## config.mk

```make
export PLATFORM = sky130hd
export DESIGN_NAME = configurable_digital_io_port
export DESIGN_NICKNAME = d
export VERILOG_FILES = /design/src/verilog/configurable_digital_io_port.v
export VERILOG_INCLUDE_DIRS = /design/src /design/src/verilog
export SDC_FILE = /design/constraint.sdc
export NUM_CORES = 1
export LEC_CHECK = 0
export CAP_MARGIN = 20
export CORE_MARGIN = 5
export CORE_UTILIZATION = 32
export CTS_CLUSTER_DIAMETER = 200
export DETAILED_ROUTE_END_ITERATION = 7
export DONT_BUFFER_PORTS = 1
export SYNTH_ARGS = -nofsm -noshare
export SYNTH_HDL_FRONTEND = slang
export SYNTH_SLANG_ARGS = --single-unit
```

## constraint.sdc

```tcl
create_clock -name pclk -period 4.5 [get_ports pclk]
set_clock_uncertainty 0.2 [all_clocks]
set_input_delay 0.45 -clock pclk [delete_from_list [all_inputs] [get_ports pclk]]
set_output_delay 0.45 -clock pclk [all_outputs]
set_load 0.005 [all_outputs]
```

## src/verilog/gpio_port_defines.vh

```
// constants for the configurable digital io port: register map, fields, reset values
//
// Overview of operation
// [RQ1] sixteen lines, each usable as input, output or isolated pair member
// [RQ2] every line has its own direction and function setting
// [RQ3] per-line polarity picks high-true or low-true asserted state
// [RQ4] general purpose lines pass data straight through, never steer the sequence
// [RQ5] outputs are open collector: logical low pulls down, high releases
// [RQ6] inputs have pull-ups, so open contacts read high
// [RQ7] bidirectional: writing one releases the line, writing zero pulls it low
// [RQ8] bidirectional reads return the real pin level, not the written value
// [RQ9] isolated pairs are fixed even/odd neighbours from line 0, eight at most
// [RQ10] only the even line's polarity sets an isolated pair's polarity
// [RQ11] low-true pair conducts when asserted; high-true pair opens when asserted
// [RQ12] fault input stops the forming sequence and asserts the fault output
// [RQ13] fault output stays asserted until the protection clear command
// [RQ14] interlock level halts the sequence without asserting the fault output
// [RQ15] interlock removal resumes the halted sequence where it stopped
// [RQ16] asserted trigger line starts the forming sequence
// [RQ17] when enabled, power-fail input causes shutdown and state save; the code ignores it in st_fault, and a simultaneous fault wins
// [RQ18] power-fail output asserts once the saved shutdown state is complete
// [RQ19] pin inputs pass two flip-flops and polarity before any use
`ifndef GPIO_PORT_DEFINES_VH
`define GPIO_PORT_DEFINES_VH

////////////////////////////////////////////////////////////////////////////////
// byte addresses on apb
`define ADDR_MODE 8'h00
`define ADDR_POL 8'h04
`define ADDR_OUT 8'h08
`define ADDR_IN 8'h0c
`define ADDR_FUNC 8'h10
`define ADDR_CTRL 8'h14
`define ADDR_STAT 8'h18
`define ADDR_IRQ_STAT 8'h1c
`define ADDR_IRQ_MASK 8'h20
`define ADDR_STEP 8'h24

////////////////////////////////////////////////////////////////////////////////
// line modes, two bits per line in the mode register
`define MODE_IN 2'h0
`define MODE_OUT 2'h1
`define MODE_BIDIR 2'h2
`define MODE_ISO 2'h3

////////////////////////////////////////////////////////////////////////////////
// function register: 4-bit line index fields, then one enable bit per function
`define FN_FAULT_IN_LSB 0
`define FN_FAULT_OUT_LSB 4
`define FN_ILOCK_LSB 8
`define FN_TRIG_LSB 12
`define FN_PF_IN_LSB 16
`define FN_PF_OUT_LSB 20
`define FN_EN_FAULT_IN 24
`define FN_EN_FAULT_OUT 25
`define FN_EN_ILOCK 26
`define FN_EN_TRIG 27
`define FN_EN_PF_IN 28
`define FN_EN_PF_OUT 29

////////////////////////////////////////////////////////////////////////////////
// control register bits
`define CTRL_CLEAR 0
`define CTRL_PF_EN 1

////////////////////////////////////////////////////////////////////////////////
// interrupt status and mask bits
`define IRQ_FAULT 0
`define IRQ_START 1
`define IRQ_HALT 2
`define IRQ_SHUTDOWN 3
`define IRQ_SAVED 4
`define IRQ_BITS 5

////////////////////////////////////////////////////////////////////////////////
// reset values
`define RST_MODE 32'h00000000
`define RST_POL 16'h0000
`define RST_OUT 16'hffff
`define RST_FUNC 32'h00000000
`define RST_PF_EN 1'b0
`define RST_IRQ_MASK 5'h00
`define RST_SYNC 16'hffff
`define RST_STEP 16'h0000

`endif

```

## src/verilog/configurable_digital_io_port.v

```verilog
// configurable 16-line digital io port with forming-sequence special functions, apb slave
`include "gpio_port_defines.vh"

module configurable_digital_io_port (
  input wire pclk,
  input wire presetn,
  input wire ce,
  input wire psel,
  input wire penable,
  input wire pwrite,
  input wire [7:0] paddr,
  input wire [31:0] pwdata,
  output reg [31:0] prdata,
  output reg pready,
  output reg pslverr,
  input wire [15:0] io_in,
  output reg [15:0] io_out,
  output reg [15:0] io_oe,
  input wire state_saved,
  output reg seq_run,
  output reg seq_halt,
  output reg shutdown_req,
  output reg fault_active,
  output reg pf_saved,
  output reg irq
);

  localparam [2:0] st_idle = 3'h0;
  localparam [2:0] st_run = 3'h1;
  localparam [2:0] st_halt = 3'h2;
  localparam [2:0] st_fault = 3'h3;
  localparam [2:0] st_shutdown = 3'h4;
  localparam [2:0] st_saved = 3'h5;

  // pick the logical level of a line chosen by a 4-bit index field
  function line_at;
    input [15:0] vec;
    input [3:0] idx;
    begin
      line_at = vec[idx];
    end
  endfunction

  // two-bit mode field of one line
  function [1:0] mode_of;
    input [31:0] modes;
    input [3:0] line;
    begin
      mode_of = modes[2*line +: 2];
    end
  endfunction

  // output and bidirectional lines share the same open-collector drive
  function drives_line;
    input [1:0] m;
    begin
      drives_line = (m == `MODE_OUT) || (m == `MODE_BIDIR);
    end
  endfunction

  // low-true pair conducts when asserted, high-true pair opens
  function pair_drive;
    input v;
    input low_true;
    begin
      pair_drive = low_true ? v : ~v;
    end
  endfunction

  ////////////////////////////////////////////////////////////////////////////
  // registers and state
  reg [31:0] mode_reg;
  reg [15:0] pol_reg;
  reg [15:0] out_reg;
  reg [31:0] func_reg;
  reg pf_en;
  reg [`IRQ_BITS-1:0] irq_stat;
  reg [`IRQ_BITS-1:0] irq_mask;
  reg [15:0] sync1;
  reg [15:0] sync2;
  reg [2:0] state;
  reg [15:0] step_count;
  reg fault_latch;

  reg [2:0] next_state;
  reg [15:0] next_oe;
  reg [31:0] next_rdata;
  reg next_err;
  reg [15:0] val;
  reg [`IRQ_BITS-1:0] events;
  integer i;

  wire bus_done = psel & penable & pready;
  wire wr = bus_done & pwrite;
  wire rd = bus_done & ~pwrite;
  wire clr_cmd = wr & (paddr == `ADDR_CTRL) & pwdata[`CTRL_CLEAR];

  // synchronised, polarity-corrected pin levels
  wire [15:0] lvl = sync2 ^ pol_reg; // RQ19 RQ3

  ////////////////////////////////////////////////////////////////////////////
  // special-function inputs; unassigned lines never reach the sequence
  wire fault_in = func_reg[`FN_EN_FAULT_IN] &
    line_at(lvl, func_reg[`FN_FAULT_IN_LSB +: 4]); // RQ2 RQ4
  wire ilock_in = func_reg[`FN_EN_ILOCK] &
    line_at(lvl, func_reg[`FN_ILOCK_LSB +: 4]); // RQ4
  wire trig_in = func_reg[`FN_EN_TRIG] &
    line_at(lvl, func_reg[`FN_TRIG_LSB +: 4]); // RQ4
  wire pf_in = pf_en & func_reg[`FN_EN_PF_IN] &
    line_at(lvl, func_reg[`FN_PF_IN_LSB +: 4]); // RQ17

  ////////////////////////////////////////////////////////////////////////////
  // forming sequence state machine
  always @* begin
    next_state = state;
    case (state)
      st_idle: begin
        if (fault_in) begin
          next_state = st_fault; // RQ12
        end else if (pf_in) begin
          next_state = st_shutdown; // RQ17
        end else if (trig_in) begin
          next_state = st_run; // RQ16
        end
      end
      st_run: begin
        if (fault_in) begin
          next_state = st_fault; // RQ12
        end else if (pf_in) begin
          next_state = st_shutdown; // RQ17
        end else if (ilock_in) begin
          next_state = st_halt; // RQ14
        end
      end
      st_halt: begin
        if (fault_in) begin
          next_state = st_fault; // RQ12
        end else if (pf_in) begin
          next_state = st_shutdown; // RQ17
        end else if (!ilock_in) begin
          next_state = st_run; // RQ15
        end
      end
      st_fault: begin
        // a fault still present keeps the sequence stopped after the clear
        if (clr_cmd && !fault_in) begin
          next_state = st_idle; // RQ13
        end
      end
      st_shutdown: begin
        if (state_saved) begin
          next_state = st_saved; // RQ18
        end
      end
      st_saved: begin
        // restart needs software: a bare power return must not resume cells
        if (clr_cmd) begin
          next_state = st_idle;
        end
      end
      default: begin
        next_state = st_idle;
      end
    endcase
  end

  ////////////////////////////////////////////////////////////////////////////
  // pin drive: open collector only, so io_out is held low and oe pulls
  always @* begin
    val = out_reg;
    if (func_reg[`FN_EN_FAULT_OUT]) begin
      val[func_reg[`FN_FAULT_OUT_LSB +: 4]] = fault_latch; // RQ12 RQ13
    end
    if (func_reg[`FN_EN_PF_OUT]) begin
      val[func_reg[`FN_PF_OUT_LSB +: 4]] = (state == st_saved); // RQ18
    end
    next_oe = 16'h0000;
    for (i = 0; i < 16; i = i + 1) begin
      if (mode_of(mode_reg, {i[3:1], 1'b0}) == `MODE_ISO) begin
        // pair follows the even line's value and polarity only
        next_oe[i] = pair_drive(val[{i[3:1], 1'b0}], pol_reg[{i[3:1], 1'b0}]); // RQ9 RQ10 RQ11
      end else if (drives_line(mode_of(mode_reg, i[3:0]))) begin
        next_oe[i] = ~(val[i] ^ pol_reg[i]); // RQ5 RQ7 RQ3
      end else begin
        next_oe[i] = 1'b0; // RQ6
      end
    end
  end

  ////////////////////////////////////////////////////////////////////////////
  // interrupt events
  always @* begin
    events = {`IRQ_BITS{1'b0}};
    events[`IRQ_FAULT] = fault_in & ~fault_latch;
    events[`IRQ_START] = (state == st_idle) & (next_state == st_run);
    events[`IRQ_HALT] = (state == st_run) & (next_state == st_halt);
    events[`IRQ_SHUTDOWN] = (state != st_shutdown) & (next_state == st_shutdown);
    events[`IRQ_SAVED] = (state == st_shutdown) & (next_state == st_saved);
  end

  ////////////////////////////////////////////////////////////////////////////
  // register read decode
  always @* begin
    next_rdata = 32'h00000000;
    next_err = 1'b0;
    if (paddr == `ADDR_MODE) begin
      next_rdata = mode_reg;
    end else if (paddr == `ADDR_POL) begin
      next_rdata = {16'h0000, pol_reg};
    end else if (paddr == `ADDR_OUT) begin
      next_rdata = {16'h0000, out_reg};
    end else if (paddr == `ADDR_IN) begin
      // live pin level for every mode, including driven bidir lines
      next_rdata = {16'h0000, lvl}; // RQ8 RQ4
    end else if (paddr == `ADDR_FUNC) begin
      next_rdata = {2'h0, func_reg[29:0]};
    end else if (paddr == `ADDR_CTRL) begin
      next_rdata = {30'h00000000, pf_en, 1'b0};
    end else if (paddr == `ADDR_STAT) begin
      next_rdata = {25'h0000000, fault_latch, ilock_in, fault_in, state == st_saved, state};
    end else if (paddr == `ADDR_IRQ_STAT) begin
      next_rdata = {27'h0000000, irq_stat};
    end else if (paddr == `ADDR_IRQ_MASK) begin
      next_rdata = {27'h0000000, irq_mask};
    end else if (paddr == `ADDR_STEP) begin
      next_rdata = {16'h0000, step_count};
    end else begin
      next_err = 1'b1;
    end
  end

  ////////////////////////////////////////////////////////////////////////////
  // apb handshake: one wait state, data and error valid with pready
  always @(posedge pclk or negedge presetn) begin
    if (!presetn) begin
      pready <= 1'b0;
      prdata <= 32'h00000000;
      pslverr <= 1'b0;
    end else if (ce) begin
      pready <= psel & penable & ~pready;
      if (psel && penable && !pready) begin
        prdata <= pwrite ? 32'h00000000 : next_rdata;
        pslverr <= next_err;
      end else begin
        prdata <= 32'h00000000;
        pslverr <= 1'b0;
      end
    end
  end

  ////////////////////////////////////////////////////////////////////////////
  // configuration registers
  always @(posedge pclk or negedge presetn) begin
    if (!presetn) begin
      mode_reg <= `RST_MODE;
      pol_reg <= `RST_POL;
      out_reg <= `RST_OUT;
      func_reg <= `RST_FUNC;
      pf_en <= `RST_PF_EN;
      irq_mask <= `RST_IRQ_MASK;
    end else if (ce && wr) begin
      if (paddr == `ADDR_MODE) begin
        mode_reg <= pwdata; // RQ2
      end else if (paddr == `ADDR_POL) begin
        pol_reg <= pwdata[15:0]; // RQ3
      end else if (paddr == `ADDR_OUT) begin
        out_reg <= pwdata[15:0]; // RQ4
      end else if (paddr == `ADDR_FUNC) begin
        func_reg <= {2'h0, pwdata[29:0]}; // RQ2
      end else if (paddr == `ADDR_CTRL) begin
        pf_en <= pwdata[`CTRL_PF_EN]; // RQ17
      end else if (paddr == `ADDR_IRQ_MASK) begin
        irq_mask <= pwdata[`IRQ_BITS-1:0];
      end
    end
  end

  ////////////////////////////////////////////////////////////////////////////
  // input synchroniser
  always @(posedge pclk or negedge presetn) begin
    if (!presetn) begin
      sync1 <= `RST_SYNC;
      sync2 <= `RST_SYNC;
    end else if (ce) begin
      sync1 <= io_in; // RQ19
      sync2 <= sync1;
    end
  end

  ////////////////////////////////////////////////////////////////////////////
  // sequence, fault latch, progress count
  always @(posedge pclk or negedge presetn) begin
    if (!presetn) begin
      state <= st_idle;
      fault_latch <= 1'b0;
      step_count <= `RST_STEP;
    end else if (ce) begin
      state <= next_state;
      // a fault in the clear cycle wins, so it is never lost
      if (fault_in) begin
        fault_latch <= 1'b1; // RQ12
      end else if (clr_cmd) begin
        fault_latch <= 1'b0; // RQ13
      end
      if (state == st_idle && next_state == st_run) begin
        step_count <= 16'h0000; // RQ16
      end else if (state == st_run) begin
        // held in halt so the run resumes at the same step
        step_count <= step_count + 16'h0001; // RQ15
      end
    end
  end

  ////////////////////////////////////////////////////////////////////////////
  // interrupt status: read clears, a new event in that cycle wins
  always @(posedge pclk or negedge presetn) begin
    if (!presetn) begin
      irq_stat <= {`IRQ_BITS{1'b0}};
      irq <= 1'b0;
    end else if (ce) begin
      if (rd && paddr == `ADDR_IRQ_STAT) begin
        irq_stat <= events;
        irq <= |(events & irq_mask);
      end else begin
        irq_stat <= irq_stat | events;
        irq <= |((irq_stat | events) & irq_mask);
      end
    end
  end

  ////////////////////////////////////////////////////////////////////////////
  // registered outputs
  always @(posedge pclk or negedge presetn) begin
    if (!presetn) begin
      io_out <= 16'h0000;
      io_oe <= 16'h0000;
      seq_run <= 1'b0;
      seq_halt <= 1'b0;
      shutdown_req <= 1'b0;
      fault_active <= 1'b0;
      pf_saved <= 1'b0;
    end else if (ce) begin
      io_out <= 16'h0000; // RQ5
      io_oe <= next_oe; // RQ1
      seq_run <= (next_state == st_run);
      seq_halt <= (next_state == st_halt) | (next_state == st_fault); // RQ12 RQ14
      shutdown_req <= (next_state == st_shutdown); // RQ17
      fault_active <= fault_in | (fault_latch & ~clr_cmd);
      pf_saved <= (next_state == st_saved); // RQ18
    end
  end

endmodule

```

==> impl_metrics.csv, run 1 <==
group,metric,value,unit
floorplanning,design.die.area,39100,sq um
clocking,cts_repair_resize_count,0,
synthesis,synth_edf_count,0,
finish,layout_commonest_cell,"sky130_fd_sc_hd__dfrtp_1",
finish,final_layout_size_suffix_gt1_share,25.1,%
global_route,grt_util_all_layers,17.7,%
detailed_routing,drt-total-wl,35500,microns
finish,layout-area-overhead-vs-synth,15.8,%
synthesis,postSynth.topFlopCell,"sky130_fd_sc_hd__dfrtp_1",
floorplanning,die_w,198,microns
run,cap_viol_max_count,0,
global_route,grt_antenna_before_repair,2,
synthesis,number_of_warnings_reported_in_the_yosys_synthesis_log,0,
pwr,power_per_cell_area,348,nW/um^2
clocking,cts-buffers-inserted,26,
critical_path,path_cells,"xor2_1 > mux4_2 > mux2i_1 > a211oi_2 > and3b_1 > a22o_1 > or2_0 > o32ai_1",
placed_design,numPortBuffers,0,
clocking,clk_latency,0.56,ns
timing,worst_slew_margin_relative_to_its_limit,34.1,%
global_route,global_route.overflow_total,0,
placed_design,numPlacedInstances,1419,
critical_path,critPathMaxFanout,9,
floorplanning,num_rows,68,
global_route,number_of_global_route_vias_before_repair,8356,
synthesis,postSynthAreaPerCell,11.1,sq um
floorplanning,die_height,198,microns
critical_path,timing.critical_path.slowest_stage_cell,"sky130_fd_sc_hd__a211oi_2",
detailed_routing,wl_per_cell,23.3,microns
clocking,cts-root-buf,"sky130_fd_sc_hd__clkbuf_16",
timing,layout_min_cycle_time,3.37,ns
timing,finalHoldWorstSlack,-0.576,ns
floorplanning,starting_density,32.6,%
min_path,worstHoldPathType,"in -> async",
synthesis,yosys_register_bits,213,
placed_design,gp_congestion,0.949,
pwr,p_leak,0.00556,uW
placed_design,final_hpwl_from_detailed_placement,25300,microns
clocking,clkSinkCount,213,
timing,final_setup_fails,0,
clocking,worst_setup_hold_path_clk_slew,0.06,ns
clocking,cts.path.max_buffers,3,
floorplanning,design.portCount,135,
synthesis,synth_cells,1013,
timing,final.setup.tns,0,ns
timing,grt_setup_unrepaired,"false",
critical_path,critPathCaptureType,"flip-flop",
status,failed_checks,"negative hold slack",
detailed_routing,dr_total_vias,8317,
detailed_routing,detail_route.first_pass.iterations,6,
timing,tightest_slew,0.988,ns
clocking,tritoncts,"yes",
clocking,ctsHoldBuffers,54,
detailed_routing,drt.antenna.violating_nets,0,
finish,final_cell_mix,"165 x sky130_fd_sc_hd__dfrtp_1, 142 x sky130_fd_sc_hd__mux2_2, 76 x sky130_fd_sc_hd__nor2_1",
critical_path,longest_individual_stage_delay_on_the_worst_path,0.60,ns
global_route,largest_net_degree_at_the_start_of_global_routing,214,
synthesis,syn-cell-area,11300,sq um
floorplanning,core-area,34600,sq um
clocking,post_cts.repair.setup_buffers,0,
pwr,ir_worst_vdd,0.344,mV
critical_path,timing.critical_path.max_delay_family,"compound AO/OA/AOI/OAI gates",
synthesis,synth_cell_types,67,
status,status,"finished, violations left",
pwr,total_power,4550,uW
critical_path,critPathArrivalTime,3.62,ns
critical_path,r2r.worst_path.cells,8,
timing,timing_max_transition_violations_final,0,
timing,finalHoldViolations,213,
critical_path,critical_path_buf_inv_count,0,
detailed_routing,avgViaCountPerCell,5.46,
critical_path,path_class,"reg -> reg",
finish,layout.cells.non_filler,1522,
critical_path,timing.critical_path.depth,8,
synthesis,sequential_element_share_of_the_synthesized_area,47.8,%
critical_path,start_kind,"flip-flop",
global_route,grt_first_pass_wirelength,53600,microns
timing,layout_worst_path_cycle_share,74.9,%
detailed_routing,drt-initial-drc-count,632,
finish,finish.net_count,1118,
synthesis,async_flop_share,100,%
critical_path,cp.required,4.75,ns
clocking,maximum_level_of_the_cts_h_tree,1,
detailed_routing,drcViolationCount,0,
timing,fmaxAchievable,0.297,GHz
synthesized netlist by cell type (12+ instances only):
| cell | count | area share (%) |
|---|---|---|
| sky130_fd_sc_hd__dfrtp_1 | 165 | 37 |
| sky130_fd_sc_hd__mux2_2 | 142 | 14 |
| sky130_fd_sc_hd__nor2_1 | 76 | 2.5 |
| sky130_fd_sc_hd__a21oi_1 | 50 | 2.2 |
| sky130_fd_sc_hd__dfstp_2 | 48 | 11 |
| sky130_fd_sc_hd__o21ai_0 | 47 | 2.1 |
| sky130_fd_sc_hd__clkbuf_1 | 46 | 1.5 |
| sky130_fd_sc_hd__nand2_1 | 43 | 1.4 |
| sky130_fd_sc_hd__mux2i_1 | 39 | 3.5 |
| sky130_fd_sc_hd__xor2_1 | 33 | 2.6 |
| sky130_fd_sc_hd__nor3_1 | 31 | 1.4 |
| sky130_fd_sc_hd__inv_1 | 29 | 0.97 |
| sky130_fd_sc_hd__xnor2_1 | 24 | 1.9 |
| sky130_fd_sc_hd__a22oi_1 | 20 | 1.3 |
| sky130_fd_sc_hd__nand3_1 | 18 | 0.80 |
| sky130_fd_sc_hd__buf_4 | 17 | 1.1 |
| sky130_fd_sc_hd__nor3b_1 | 13 | 0.87 |
| sky130_fd_sc_hd__o2bb2ai_1 | 13 | 1.0 |
| sky130_fd_sc_hd__nand2b_1 | 12 | 0.67 |
final timing paths:
check | from | to | slack, ns
min | presetn | mode_of.modes[7] | -0.58
max in group asynchronous | presetn | sync2[14] | 4.29
max reg2reg | pol_reg[11] | seq_run | 1.13
max | pol_reg[11] | seq_run | 1.13
min reg2reg | pslverr | pslverr | 0.32
min in group pclk | ce | irq_stat[0] | 0.04
area by class of cell:
class,count,area [sq um]
clock buffer,40,785
clock inverter,8,76.3
sequential,213,5390
tap,455,569
antenna,1,2.50
inverter,29,109
timing repair buffer,65,641
fill,3331,21600
multi-input combinational,711,5480
metrics by stage:
stage | util (%) | setup WS, ns | hold WS (ns) | area [sq um]
after floorplan | - | 1.45 | -0.0456 | 11300
after global placement | 33.6 | 1.16 | -0.0201 | 11600
after detailed placement | 33.6 | 1.07 | -0.0207 | 11600
after CTS | 37.7 | 1.17 | -0.609 | 13100
after global routing | 37.7 | 1.02 | -0.598 | 13100
final | 37.7 | 1.13 | -0.576 | 13100
per-layer routing:
layer | global-route usage [%] | wire length (microns) | vias up
li1 | - | - | 3750
met1 | 24.8 | 15700 | 4170
met2 | 27.3 | 15900 | 331
met3 | 4.19 | 2590 | 64
met4 | 5.46 | 1240 | 2
met5 | 0 | 13 | -
cell families (layout without fill, tap and decap cells):
family | Yosys count | in the layout | synth area share [%]
AO/OA/AOI/OAI | 199 | 199 | 11.9
XOR/XNOR | 57 | 57 | 4.43
adder cells (fa/ha/maj) | 9 | 9 | 0.999
buffers and inverters | 104 | 142 | 4.13
flip-flops | 213 | 213 | 47.8
multiplexers | 192 | 192 | 19.8
other | 1 | 17 | 0.0333
AND/OR/NAND/NOR | 238 | 238 | 10.9
where the power goes:
group	internal (uW)	switching [uW]	leakage [uW]
Sequential	2020	93.4	0.00277
Combinational	159	167	0.00238
Clock	1260	847	0.000415
Total	3440	1110	0.00556
Power figures use the tool's default switching activity.
==> run 2, diff against run 1 <==
clock period = 2.9 ns   (was 4.5 ns; I/O delays follow)
==> run 2 against run 1 <==
The run ends with negative hold slack, negative setup slack left. Via count grew 2.7%. Clock power grew 67%. Final cell count grew 4.9%. Wire length grew 4.0%. Flip-flop and latch count is the same. Total power grew 64%. Sequential share of layout area shrank 2.8 points. Largest power group is now clock.
==> impl_metrics.csv, run 2 (synthesis results as in run 1) <==
group,metric,value,unit
status,status,"finished, violations left",
status,failed_checks,"negative hold slack, negative setup slack",
pwr,ir_worst_vdd,0.536,mV
finish,nFillCells,3314,
detailed_routing,dr_total_vias,8544,
floorplanning,die_height,198,microns
global_route,largest_net_degree_at_the_start_of_global_routing,214,
pwr,power_per_cell_area,530,nW/um^2
critical_path,reg2reg_slack,-0.02,ns
detailed_routing,routed-wl-met2,16500,microns
detailed_routing,met3_wirelength,2750,microns
critical_path,critPathArrivalTime,3.14,ns
finish,regArea,5390,sq um
pwr,power_frac_comb,8.7,%
timing,worst_slew_margin_relative_to_its_limit,45.8,%
finish,final_layout_size_suffix_gt1_share,33.0,%
placed_design,gp_congestion,0.906,
timing,layout_min_cycle_time,2.92,ns
min_path,worstHoldPathType,"in -> async",
critical_path,critPathCaptureType,"flip-flop",
clocking,ctsHoldBuffers,60,
detailed_routing,drcViolationCount,0,
timing,grt_setup_unrepaired,"true",
critical_path,cp.required,3.12,ns
global_route,global_route.overflow_total,0,
pwr,clock_power_share,47.0,%
critical_path,r2r.worst_path.cells,10,
detailed_routing,drt-initial-drc-count,777,
detailed_routing,detail_route.first_pass.iterations,5,
timing,finalWorstSetupSlack,-0.0249,ns
critical_path,path_class,"reg -> reg",
clocking,maximum_level_of_the_cts_h_tree,1,
clocking,tritoncts,"yes",
detailed_routing,routed.top_layer,"met5",
pwr,netSwitchingFraction,24.2,%
critical_path,start_kind,"flip-flop",
pwr,sequential_group_share_of_total_power,44.3,%
clocking,cts.path.max_buffers,3,
global_route,grt_first_pass_wirelength,55300,microns
global_route,grt_util_all_layers,18.3,%
finish,layout-area-overhead-vs-synth,24.4,%
detailed_routing,avgViaCountPerCell,5.35,
timing,finalHoldViolations,213,
clocking,clkSinkCount,213,
finish,multi_input_comb_area,5710,sq um
critical_path,critPathMaxFanout,8,
finish,final_cell_mix,"164 x sky130_fd_sc_hd__dfrtp_1, 142 x sky130_fd_sc_hd__mux2_2, 69 x sky130_fd_sc_hd__buf_4",
timing,fmaxAchievable,0.342,GHz
global_route,number_of_global_route_vias_before_repair,8638,
floorplanning,design.portCount,135,
finish,finish.utilization,40.5,%
clocking,cts-buffers-inserted,27,
pwr,p_int,5640,uW
pwr,switching_power,1800,uW
run,cap_viol_max_count,0,
timing,timing_max_transition_violations_final,0,
clocking,cts-root-buf,"sky130_fd_sc_hd__clkbuf_16",
timing,finalHoldWorstSlack,-0.752,ns
detailed_routing,drt.antenna.violating_nets,0,
floorplanning,num_rows,68,
placed_design,final_hpwl_from_detailed_placement,26500,microns
finish,finish.net_count,1192,
floorplanning,starting_density,32.6,%
placed_design,numPortBuffers,0,
floorplanning,core-area,34600,sq um
clocking,clk_latency,0.55,ns
timing,final_setup_fails,12,
global_route,grt_antenna_before_repair,3,
timing,layout_worst_path_cycle_share,101,%
pwr,p_leak,0.00601,uW
detailed_routing,routedLengthMet1,16200,microns
detailed_routing,wl_per_cell,23.1,microns
finish,layout_commonest_cell,"sky130_fd_sc_hd__dfrtp_1",
timing,tightest_slew,0.813,ns
floorplanning,die_w,198,microns
detailed_routing,drt-total-wl,36900,microns
floorplanning,design.die.area,39100,sq um
clocking,worst_setup_hold_path_clk_slew,0.06,ns
## run 2: cell types whose count changed in the layout (fill, tap and decap cells not counted), moves of 5 or more
cell                            previous run  this run
sky130_fd_sc_hd__buf_12                    0         6
sky130_fd_sc_hd__buf_4                    11        69
sky130_fd_sc_hd__dlygate4sd3_1            53        58
sky130_fd_sc_hd__nor2_1                   76        62
sky130_fd_sc_hd__nor2_2                    1        12
sky130_fd_sc_hd__xor2_1                   33        19
sky130_fd_sc_hd__xor2_2                    0        11
## run 2: what timing repair did
action / in CTS / in global routing
pin swaps: 2 / 5
cloned: 0 / 2
setup endpoints to repair: 17 / 26
endpoints found under the hold margin: 412 / 213
buffers inserted: 0 / 3
resized for setup: 12 / 37
## run 2: per-stage QoR
| stage | total power [uW] | cell area, sq um | setup WS (ns) | instances | TNS [ns] |
|---|---|---|---|---|---|
| 2_1_floorplan | 3640 | 11300 | 0.00874 | 1028 | 0 |
| 3_3_place_gp | 3800 | 12200 | -0.0685 | 1481 | -0.502 |
| 3_5_place_dp | 3810 | 12200 | -0.106 | 1481 | -0.560 |
| 4_1_cts | 7480 | 13800 | 0.00333 | 1591 | 0 |
| 5_1_grt | 7710 | 14000 | -0.100 | 1596 | -1.51 |
| 6_report | 7440 | 14000 | -0.0249 | 1597 | -0.158 |
## run 2: critical path, stage by stage, from the launching register on
cell	delay [ns]
sky130_fd_sc_hd__dfstp_2	0.58
sky130_fd_sc_hd__xor2_4	0.11
sky130_fd_sc_hd__buf_6	0.14
sky130_fd_sc_hd__mux4_2	0.47
sky130_fd_sc_hd__nor3b_2	0.22
sky130_fd_sc_hd__a211oi_2	0.09
sky130_fd_sc_hd__a311o_1	0.35
sky130_fd_sc_hd__nor4_4	0.29
sky130_fd_sc_hd__buf_6	0.17
sky130_fd_sc_hd__clkbuf_16	0.16
sky130_fd_sc_hd__nor2_2	0.04
## run 2: power by group through the flow
| stage | registers (uW) | clock network, uW | logic (uW) |
|---|---|---|---|
| after floorplan | 3270 | 0 | 372 |
| after global placement | 3320 | 0 | 477 |
| after detailed placement | 3330 | 0 | 480 |
| after CTS | 3280 | 3580 | 616 |
| after global routing | 3310 | 3700 | 702 |
| final | 3290 | 3500 | 648 |
## run 2: final timing paths
kind | end | from
setup / recovery | step_count[12] | sync2[6]
hold / removal | io_oe[9] | presetn
min in group pclk | step_count[1] | ce
setup reg to reg | step_count[12] | sync2[6]
max in group asynchronous | sync2[1] | presetn
hold reg to reg | prdata[4] | prdata[4]
## run 2: cell type report
cell class,instances,area share (%)
Antenna cell,1,0.0178
Clock buffer,36,5.27
Clock inverter,14,1.32
Inverter,29,0.776
Multi-Input combinational cell,711,40.7
Sequential cell,213,38.4
Tap cell,455,4.06
Timing Repair Buffer,138,9.40
## run 2: routing by layer
layer,vias to the layer above,global-route usage (%)
met5,-,0
met4,2,6.78
met3,71,3.64
met2,312,28.0
met1,4297,25.8
li1,3862,-
